===== src/design/rtca_defines.svh =====
/*
  register offsets, field positions, masks and reset values of the alarm unit.
  assumes a 4-bit register index; the upper mirror bank is decoded outside.
*/
`ifndef RTCA_DEFINES_SVH
`define RTCA_DEFINES_SVH
// ----------------------------------------
// register offsets
// ----------------------------------------
`define RTCA_OFF_MIN_CNT 4'h1
`define RTCA_OFF_HOUR_CNT 4'h2
`define RTCA_OFF_WDAY_CNT 4'h3
`define RTCA_OFF_DATE_CNT 4'h4
`define RTCA_OFF_MIN_ALM 4'h8
`define RTCA_OFF_HOUR_ALM 4'h9
`define RTCA_OFF_DATE_ALM 4'hA
`define RTCA_OFF_EXT_CFG 4'hD
`define RTCA_OFF_FLAGS 4'hE
`define RTCA_OFF_IRQ_CTL 4'hF
// ----------------------------------------
// fields and masks
// ----------------------------------------
`define RTCA_EXCL_BIT 7
`define RTCA_WDSEL_BIT 6
`define RTCA_AF_BIT 3
`define RTCA_AIE_BIT 3
`define RTCA_GRST_BIT 0
`define RTCA_MIN_MASK 8'h7F
`define RTCA_HOUR_MASK 8'h3F
`define RTCA_WDAY_MASK 8'h7F
`define RTCA_CTL_WMASK 8'hFD
// ----------------------------------------
// reset values
// ----------------------------------------
`define RTCA_ALM_RST 8'h00
`define RTCA_EXT_RST 8'h00
`define RTCA_CTL_RST 8'h00
`endif


===== src/design/rtca_pkg.sv =====
/*
  types of the alarm unit: the state records of its three modules.
  assumes nothing beyond the defines header.
*/
package rtca_pkg;
  typedef struct packed {
    logic [7:0] min_alm;
    logic [7:0] hour_alm;
    logic [7:0] date_alm;
    logic [7:0] ext_cfg;
    logic [7:0] irq_ctl;
    logic [7:0] rdata;
  } rtca_regs_t;

  typedef struct packed {
    logic evt;
  } rtca_match_st_t;

  typedef struct packed {
    logic af;
    logic drive;
  } rtca_irq_st_t;
endpackage : rtca_pkg


===== src/design/rtca_alarm_if.sv =====
/*
  carrier between the register block, the comparator and the interrupt unit.
  assumes all three sit on the same clock.
*/
`timescale 1ns/1ps
interface rtca_alarm_if;
  logic evt;
  logic alarm_irq_enable;
  logic clr;
  logic af;
  logic drive;

  modport match_mp (output evt);
  modport irq_mp (input evt, input alarm_irq_enable, input clr, output af, output drive);
  modport ctl_mp (input evt, input af, input drive, output alarm_irq_enable, output clr);
endinterface : rtca_alarm_if


===== src/design/rtca_alarm_top.sv =====
/*
  alarm interrupt unit of a real-time clock: alarm registers, week/date select,
  global reset bit, sticky alarm flag and the open-drain interrupt line.
  assumes a simple synchronous register port from the host interface logic and
  running time counts with a one-cycle minute update pulse from the time keeper.
*/
`timescale 1ns/1ps
`include "rtca_defines.svh"
module rtca_alarm_top (
  // clock and reset
  input wire logic clk_sys,
  input wire logic rst_n,
  // register port
  input wire logic reg_wr,
  input wire logic reg_rd,
  input wire logic [3:0] reg_addr,
  input wire logic [7:0] reg_wdata,
  output logic [7:0] reg_rdata,
  // running time
  input wire logic min_tick,
  input wire logic [7:0] min_cnt,
  input wire logic [7:0] hour_cnt,
  input wire logic [7:0] wday_cnt,
  input wire logic [7:0] date_cnt,
  // open-drain interrupt line
  input wire logic int_n_i,
  output logic int_n_o,
  output logic int_n_oe_n
);
  // ----------------------------------------
  // state
  // ----------------------------------------
  rtca_pkg::rtca_regs_t st_q, st_d;
  rtca_alarm_if al ();
  logic wr_min, wr_hour, wr_date, wr_ext, wr_flag, wr_ctl;
  logic [7:0] rd_mux;

  // ----------------------------------------
  // write decode
  // ----------------------------------------
  always_comb begin
    wr_min = reg_wr && (reg_addr == `RTCA_OFF_MIN_ALM);
    wr_hour = reg_wr && (reg_addr == `RTCA_OFF_HOUR_ALM);
    wr_date = reg_wr && (reg_addr == `RTCA_OFF_DATE_ALM);
    wr_ext = reg_wr && (reg_addr == `RTCA_OFF_EXT_CFG);
    wr_flag = reg_wr && (reg_addr == `RTCA_OFF_FLAGS);
    wr_ctl = reg_wr && (reg_addr == `RTCA_OFF_IRQ_CTL);
  end

  // writing one is ignored, zero clears
  assign al.clr = wr_flag && !reg_wdata[`RTCA_AF_BIT];
  assign al.alarm_irq_enable = st_q.irq_ctl[`RTCA_AIE_BIT];

  // ----------------------------------------
  // read mux
  // ----------------------------------------
  always_comb begin
    case (reg_addr)
      `RTCA_OFF_MIN_CNT: begin
        rd_mux = min_cnt & `RTCA_MIN_MASK;
      end
      `RTCA_OFF_HOUR_CNT: begin
        rd_mux = hour_cnt & `RTCA_HOUR_MASK;
      end
      `RTCA_OFF_WDAY_CNT: begin
        rd_mux = wday_cnt & `RTCA_WDAY_MASK;
      end
      `RTCA_OFF_DATE_CNT: begin
        rd_mux = date_cnt & `RTCA_HOUR_MASK;
      end
      `RTCA_OFF_MIN_ALM: begin
        rd_mux = st_q.min_alm;
      end
      `RTCA_OFF_HOUR_ALM: begin
        rd_mux = st_q.hour_alm;
      end
      `RTCA_OFF_DATE_ALM: begin
        rd_mux = st_q.date_alm;
      end
      `RTCA_OFF_EXT_CFG: begin
        rd_mux = st_q.ext_cfg;
      end
      `RTCA_OFF_FLAGS: begin
        rd_mux = 8'h00;
        rd_mux[`RTCA_AF_BIT] = al.af;
      end
      `RTCA_OFF_IRQ_CTL: begin
        rd_mux = st_q.irq_ctl;
      end
      default: begin
        rd_mux = 8'h00;
      end
    endcase
  end

  // ----------------------------------------
  // next state
  // ----------------------------------------
  always_comb begin
    st_d = st_q;
    // alarm registers double as plain storage when alarms are unused
    if (wr_min) begin
      st_d.min_alm = reg_wdata;
    end
    if (wr_hour) begin
      st_d.hour_alm = reg_wdata;
    end
    if (wr_date) begin
      st_d.date_alm = reg_wdata;
    end
    if (wr_ext) begin
      st_d.ext_cfg = reg_wdata;
    end
    if (wr_ctl) begin
      // bit 1 is fixed zero
      st_d.irq_ctl = reg_wdata & `RTCA_CTL_WMASK;
    end
    if (reg_rd) begin
      st_d.rdata = rd_mux;
    end
  end

  always_ff @(posedge clk_sys or negedge rst_n) begin
    if (!rst_n) begin
      st_q.min_alm <= `RTCA_ALM_RST;
      st_q.hour_alm <= `RTCA_ALM_RST;
      st_q.date_alm <= `RTCA_ALM_RST;
      st_q.ext_cfg <= `RTCA_EXT_RST;
      st_q.irq_ctl <= `RTCA_CTL_RST;
      st_q.rdata <= 8'h00;
    end else begin
      st_q <= st_d;
    end
  end

  assign reg_rdata = st_q.rdata;

  // ----------------------------------------
  // comparator and interrupt unit
  // ----------------------------------------
  rtca_match u_match (
    .clk_sys(clk_sys),
    .rst_n(rst_n),
    .min_tick(min_tick),
    .min_cnt(min_cnt),
    .hour_cnt(hour_cnt),
    .wday_cnt(wday_cnt),
    .date_cnt(date_cnt),
    .min_alm(st_q.min_alm),
    .hour_alm(st_q.hour_alm),
    .date_alm(st_q.date_alm),
    .wdsel(st_q.ext_cfg[`RTCA_WDSEL_BIT]),
    .grst(st_q.irq_ctl[`RTCA_GRST_BIT]),
    .al(al.match_mp)
  );

  rtca_irq u_irq (
    .clk_sys(clk_sys),
    .rst_n(rst_n),
    .al(al.irq_mp)
  );

  // ----------------------------------------
  // open-drain line
  // ----------------------------------------
  // only ever pulls low; the wired level comes back on int_n_i, where other
  // sources may also hold it low, so it is not used to judge the alarm
  assign int_n_o = 1'b0;
  assign int_n_oe_n = !al.drive;
endmodule : rtca_alarm_top


===== src/design/rtca_irq.sv =====
/*
  sticky alarm flag and the alarm's share of the open-drain interrupt line.
  assumes clr is one cycle per write of zero to the flag.
*/
`timescale 1ns/1ps
module rtca_irq (
  // clock and reset
  input wire logic clk_sys,
  input wire logic rst_n,
  // carrier
  rtca_alarm_if.irq_mp al
);
  rtca_pkg::rtca_irq_st_t st_q, st_d;

  always_comb begin
    st_d = st_q;
    // set beats a clear in the same cycle
    st_d.af = al.evt || (st_q.af && !al.clr);
    // drive only while enabled, dropped as soon as the enable clears; no timeout
    st_d.drive = al.alarm_irq_enable && (al.evt || (st_q.drive && !al.clr));
  end

  always_ff @(posedge clk_sys or negedge rst_n) begin
    if (!rst_n) begin
      st_q <= '0;
    end else begin
      st_q <= st_d;
    end
  end

  assign al.af = st_q.af;
  assign al.drive = st_q.drive;
endmodule : rtca_irq


===== src/design/rtca_match.sv =====
/*
  alarm comparator: one event pulse per matching minute update while grst is clear.
  assumes min_tick is one cycle long and the count inputs already hold the new time.
*/
`timescale 1ns/1ps
`include "rtca_defines.svh"
module rtca_match (
  // clock and reset
  input wire logic clk_sys,
  input wire logic rst_n,
  // running time
  input wire logic min_tick,
  input wire logic [7:0] min_cnt,
  input wire logic [7:0] hour_cnt,
  input wire logic [7:0] wday_cnt,
  input wire logic [7:0] date_cnt,
  // settings
  input wire logic [7:0] min_alm,
  input wire logic [7:0] hour_alm,
  input wire logic [7:0] date_alm,
  input wire logic wdsel,
  input wire logic grst,
  // event out
  rtca_alarm_if.match_mp al
);
  rtca_pkg::rtca_match_st_t st_q, st_d;
  logic min_ok, hour_ok, day_ok;

  always_comb begin
    min_ok = min_alm[`RTCA_EXCL_BIT] || (min_alm[6:0] == min_cnt[6:0]);
    hour_ok = hour_alm[`RTCA_EXCL_BIT] || (hour_alm[5:0] == hour_cnt[5:0]);
    // one register, two meanings
    if (wdsel) begin
      day_ok = date_alm[5:0] == date_cnt[5:0];
    end else begin
      day_ok = |(date_alm[6:0] & wday_cnt[6:0]);
    end
    day_ok = day_ok || date_alm[`RTCA_EXCL_BIT];
    st_d = st_q;
    // only on an update, so a time set equal to now stays quiet
    st_d.evt = min_tick && !grst && min_ok && hour_ok && day_ok;
  end

  always_ff @(posedge clk_sys or negedge rst_n) begin
    if (!rst_n) begin
      st_q <= '0;
    end else begin
      st_q <= st_d;
    end
  end

  assign al.evt = st_q.evt;
endmodule : rtca_match


===== config.mk =====
export PLATFORM = sky130hd
export DESIGN_NAME = rtca_alarm_top
export DESIGN_NICKNAME = d
export VERILOG_FILES = /design/src/design/rtca_pkg.sv /design/src/design/rtca_alarm_if.sv /design/src/design/rtca_alarm_top.sv /design/src/design/rtca_irq.sv /design/src/design/rtca_match.sv
export VERILOG_INCLUDE_DIRS = /design/src /design/src/design
export SDC_FILE = /design/constraint.sdc
export NUM_CORES = 1
export LEC_CHECK = 0
export BUFFER_PORTS_ARGS = -buffer_cell sky130_fd_sc_hd__clkbuf_2
export CORE_MARGIN = 2
export CORE_UTILIZATION = 50
export DETAILED_ROUTE_END_ITERATION = 10
export PLACE_DENSITY = 0.74
export SLEW_MARGIN = 30
export SYNTH_ARGS = -nofsm -noshare
export SYNTH_HDL_FRONTEND = slang
export SYNTH_SLANG_ARGS = --single-unit

===== constraint.sdc =====
create_clock -name clk_sys -period 1.3 [get_ports clk_sys]
set_input_delay 0.26 -clock clk_sys [delete_from_list [all_inputs] [get_ports clk_sys]]
set_output_delay 0.26 -clock clk_sys [all_outputs]
set_load 0.02 [all_outputs]

; ---- Word-level counts from Yosys, hierarchy flattened
; Index checks and enable logic that the tools add are counted.
[op_classes]
n_addsub = 0
n_mul = 0
n_div = 0
n_lt_le_gt_ge = 0
n_eq_ne = 13
n_shift = 0
n_mux = 2
n_bitwise = 1
reduce_logical = 24
[op_table]
columns = op, count
row1 = $pmux W8 S10, 1
row2 = $eq A4 B4 Y1 const B, 6
row3 = $logic_and A1 B1 Y1, 14
row4 = $eq A6 B6 Y1, 2
row5 = $eq A4 B2 Y1 const B, 2
row6 = $and A7 B7 Y7, 1
row7 = $eq A7 B7 Y1, 1
row8 = $reduce_or A7 Y1, 1
row9 = $logic_or A1 B1 Y1, 5
row10 = $eq A4 B1 Y1 const B, 1
row11 = $eq A4 B3 Y1 const B, 1
row12 = $logic_not A1 Y1, 4
row13 = $mux W1, 1
[totals]
register_bits = 50
latchBits = 0
mem_bits_rw = 0
romBits = 0
input_bits = 50
output_inout_bits = 10
word_cells = 49
mem_count = 0

; ---- Logic depth before layout (Yosys ltp)
[depth]
ltp_word = 7
depth_mapped = 7

; ---- Modules after synthesis
; Synthesis repeated with hierarchy kept, for this count alone.
[hier_totals]
hier_cells = 279
area_unflattened_um2 = 3136.8
[modules_own_cells]
columns = mod, instances, cells_each, area_each_um2
row1 = rtca_alarm_top, 1, 239, 2761.4
row2 = rtca_match, 1, 34, 300.3
row3 = rtca_irq, 1, 6, 75.1

; ---- Worst setup path before layout
; OpenSTA, ideal clock, no wires.
[synth_timing]
kind = input to register
from = in reg_addr[3]
to = reg st_q[40] (netlist name)
setup_time_ns = 0.125
t_arrival_ns = 1.379
slack_ns = -0.204
stages = 5
path_cell_list = buf_4 and2b_2 nand2_2 nor3_4 mux2_4
[synth_via]
elab_chain_cells = 2
[synth_rtl]
columns = element, line_no
row1 = start: declaration, rtca_alarm_top.sv:16  ; input wire logic [3:0] reg_addr,
row2 = $eq A4 B4 Y1, -
row3 = $logic_and A1 B1 Y1, rtca_alarm_top.sv:42  ; wr_min = reg_wr && (reg_addr == `RTCA_OFF_MIN_ALM);
; Every way passes these cells.
; A chain may end at the register's enable or synchronous reset.

; ---- Worst setup path after layout
[layout_timing]
from = reg st_q[46] (netlist name)
to = reg u_match.st_q (netlist: u_match.al.evt)
[layout_via]
elab_chain_cells = 5
[layout_rtl]
columns = element, line_no
row1 = $eq A7 B7 Y1, rtca_match.sv:30  ; min_ok = min_alm[`RTCA_EXCL_BIT] || (min_alm[6:0] == min_cnt[6:0]);
row2 = $logic_or A1 B1 Y1, rtca_match.sv:30
row3 = $logic_and A1 B1 Y1 (3 in series), rtca_match.sv:41  ; st_d.evt = min_tick && !grst && min_ok && hour_ok && day_ok;
row4 = via u_match.st_d, rtca_match.sv:26  ; rtca_pkg::rtca_match_st_t st_q, st_d;
row5 = end signal: assignment, rtca_match.sv:48  ; st_q <= st_d;
row6 = end: declaration, rtca_match.sv:26
; The timed path passes the listed nets, and every way through them passes these cells.

==> results.md <==
- # IOs: 60
- RSZ-0062 raised after global routing: yes
- H-tree depth: 2
- Commonest cells after routing, fill and taps aside: buf_4 (58), dfrtp_1 (50), clkbuf_2 (48)
- Failing checks: negative setup slack
- Peak supply drop: about 0.65 mV
- Core area: 5920 um^2
- Tcrit/Tclk final: 123%
- Worst hold path class: input port to flip-flop
- Min cycle time layout: between 1.5 and 2 ns
- CP required: 1.55 ns
- Met2 global-route usage: 45.8%
- Max FO, Critical Path: 2
- Die footprint: 6730 um^2
- Worst r2r path cells: 5
- Fin util: 69.7%
- Clk slew on worst S/H paths: 0.10 ns
- Most common cell after layout, fill and taps aside: buf_4
- CTS tree: done
- Layout cells sized above 1: 51.7%
- GRT met3 Usage: between 4 and 5%
- Placed cell count: 440
- Final Hold Fails: 0
- Post-synthesis cell type count: 64
- Fmax: 0.627 GHz
- WHS Endpoint: reg_rdata[7]
- N_diodes: 0
- Gr usage total: about 28%
- Worst R2R End: u_match.al.evt
- Synth warn: 0
- Sequential-to-total area share from yosys stat: 41.1%
- Pwr dens: 1130 nW/um^2
- Data arrival time of the worst path: 1.85 ns
- Synth Flop Type: dfrtp_1
- CTS buffer count: 5
- Post-detail-place hpwl: ~6800 um
- Longest Clk Path Bufs: 2
- First-pass GRT wire length: 14000 um
- Chip width: between 80 and 90 um
- Crit-path slowest cell: dfrtp_1
- Final Setup Violations: 6
- Mapped Area: 3050 um^2
- Cell row count: 28
- Final Skew: 0.0110 ns
- DRT iter0 DRCs: between 150 and 200
- Largest net degree at the start of global routing: 51
- Setup WS post-layout: -0.296 ns
- FF+latch count, synth: 50
- DRC violations left: 0
- Antenna viol nets, final: 0
- Nets: around 430
- Syn avg cell area: ~11 um^2
- Final WL: 8890 um
- Post-Layout Cell Count: roughly 450
- I/O Buffers: 51
- Global routing's busiest layer: met2
- Async set or reset register ratio after synthesis: 100%
- Chip height: 82.1 um
- Synthesized instance count: ~270
- Worst Hold Launch: reg_rd
- WL/cell: 19.7 um
- Clock latency on the worst-skew pair: 0.31 ns
- Kind of critical path: flip-flop to flip-flop
- GR Layer Usage met1: 37.3%
- CTS Root Cell: clkbuf_8
- Area growth, synth to finish: 35.5%
- GP Congestion: 0.923
- CTS sink count: 50
- Vias in the first global route: 2739
- Via count: 2665
- Vias/cell: 5.90
- Leakage: roughly 1.9 nW
- Worst reg2reg path startpoint: st_q[46]
- Reg2reg setup slack: -0.30 ns
- EDFF count, synth: 0
- Max Slew Vio Count: 0
- Initial antenna violation count: 0
- CP Launch Type: flip-flop
- Max Cap Viol: 0
- Status: finished, violations left
- Worst Hold Depth: 2
- Slowest stage delay, CP: 0.41 ns
- Critical Path, Cell by Cell: xor2_1, nor4_2, a41oi_1, nor4_1, buf_4
- Router iterations before antenna repair: 5
- Post-Syn Nets: 318
- Crit path capture type: flip-flop
- Global route total overflow: 0
- Starting Density: approximately half
power by group:
group	total [W]	internal, W	switching [W]
logic	0.00160	0.000893	0.000710
registers	0.00215	0.00188	0.000270
clock network	0.000913	0.000381	0.000532
registers in the layout, indices dropped and copies added (netlist names):
| register | count |
|---|---|
| al.alarm_irq_enable | 1 |
| u_match.al.evt | 1 |
| st_q | 38 |
| u_irq.al.af | 1 |
| reg_rdata | 8 |
| u_irq.al.drive | 1 |
critical path: cells and delay by family (launching register included):
family | cells | cell delay (ns)
XOR/XNOR | 1 | 0.16
flip-flops | 1 | 0.41
buffers and inverters | 1 | 0.18
AND/OR/NAND/NOR | 2 | 0.65
AO/OA/AOI/OAI | 1 | 0.15
stage by stage:
step	total power, W	instance area, um^2	setup TNS, ns	setup WS, ns	hold WS (ns)
after global routing	0.00489	4130	-1.14	-0.345	0.212
after detailed placement	0.00361	3840	-12.67	-0.389	0.277
final	0.00467	4130	-0.761	-0.296	0.211
after CTS	0.00462	4030	-0.809	-0.201	0.190
after global placement	0.00356	3840	-12.41	-0.350	0.272
after floorplan	0.00294	3110	-2.17	-0.190	-0.0356
layer usage:
metal  share of wire (%)  up-vias
met1                  44     1306
met5                   0        -
met3                 5.2       21
met4                 2.6        0
li1                    -     1213
met2                  48      125
cells by family (layout without fill, tap and decap cells):
family	Yosys count	in the layout	share of synthesized area [%]
AOI/OAI and AO/OA	47	47	12.2
xor gates and xnor gates	20	20	5.75
buffers and inverters	31	140	6.04
DFF	50	50	41.1
muxes	52	52	19.9
other	1	1	0.123
and+or+nand+nor	67	67	14.9
worst max path at each step:
stage           startpoint        endpoint  slack (ns)  cells past startpoint
5_1_grt           st_q[46]  u_match.al.evt       -0.34                      5
6_report          st_q[46]  u_match.al.evt       -0.30                      5
4_1_cts           st_q[35]  u_match.al.evt       -0.20                      5
3_5_place_dp   reg_addr[2]    reg_rdata[2]       -0.39                      6
2_1_floorplan  reg_addr[3]        st_q[40]       -0.19                      5
3_3_place_gp   reg_addr[2]    reg_rdata[2]       -0.35                      6
repair_timing:
action | CTS | global route
hold endpoints to repair | 50 | 0
hold buffers | 1 | 0
pin swaps | 14 | 10
setup endpoints to repair | 14 | 23
buffers inserted | 3 | 1
gates resized for setup | 13 | 27
cells in the mapped netlist, drive strengths merged, types with 3 or more instances:
master	instances	area share, %
or3b	3	0.86
a311oi	4	1.1
a221oi	3	1.1
nand2	9	1.4
xnor2	8	2.3
mux2i	7	2.3
nor2	8	1.6
nor2b	4	0.82
xor2	12	3.4
o21ai	4	0.66
o2bb2ai	3	0.86
mux2	45	18
nor3	4	1.0
a21oi	5	0.82
and3	3	0.62
nor4	4	0.82
clkbuf	3	0.41
buf	19	4.5
nand4	4	0.82
dfrtp	50	41
nand3	9	1.5
a22oi	4	0.99
o211ai	3	0.74
nand2b	3	0.62
inv	9	1.1
final cells by class:
cell class | instances | area [um^2]
fill | 433 | 1790
multi-input combinational | 187 | 1770
sequential | 50 | 1250
timing repair buffer | 123 | 896
tap | 75 | 93.8
clock buffer | 6 | 72.6
inverter | 9 | 33.8
clock inverter | 2 | 13.8
Power figures use the tool's default switching activity.
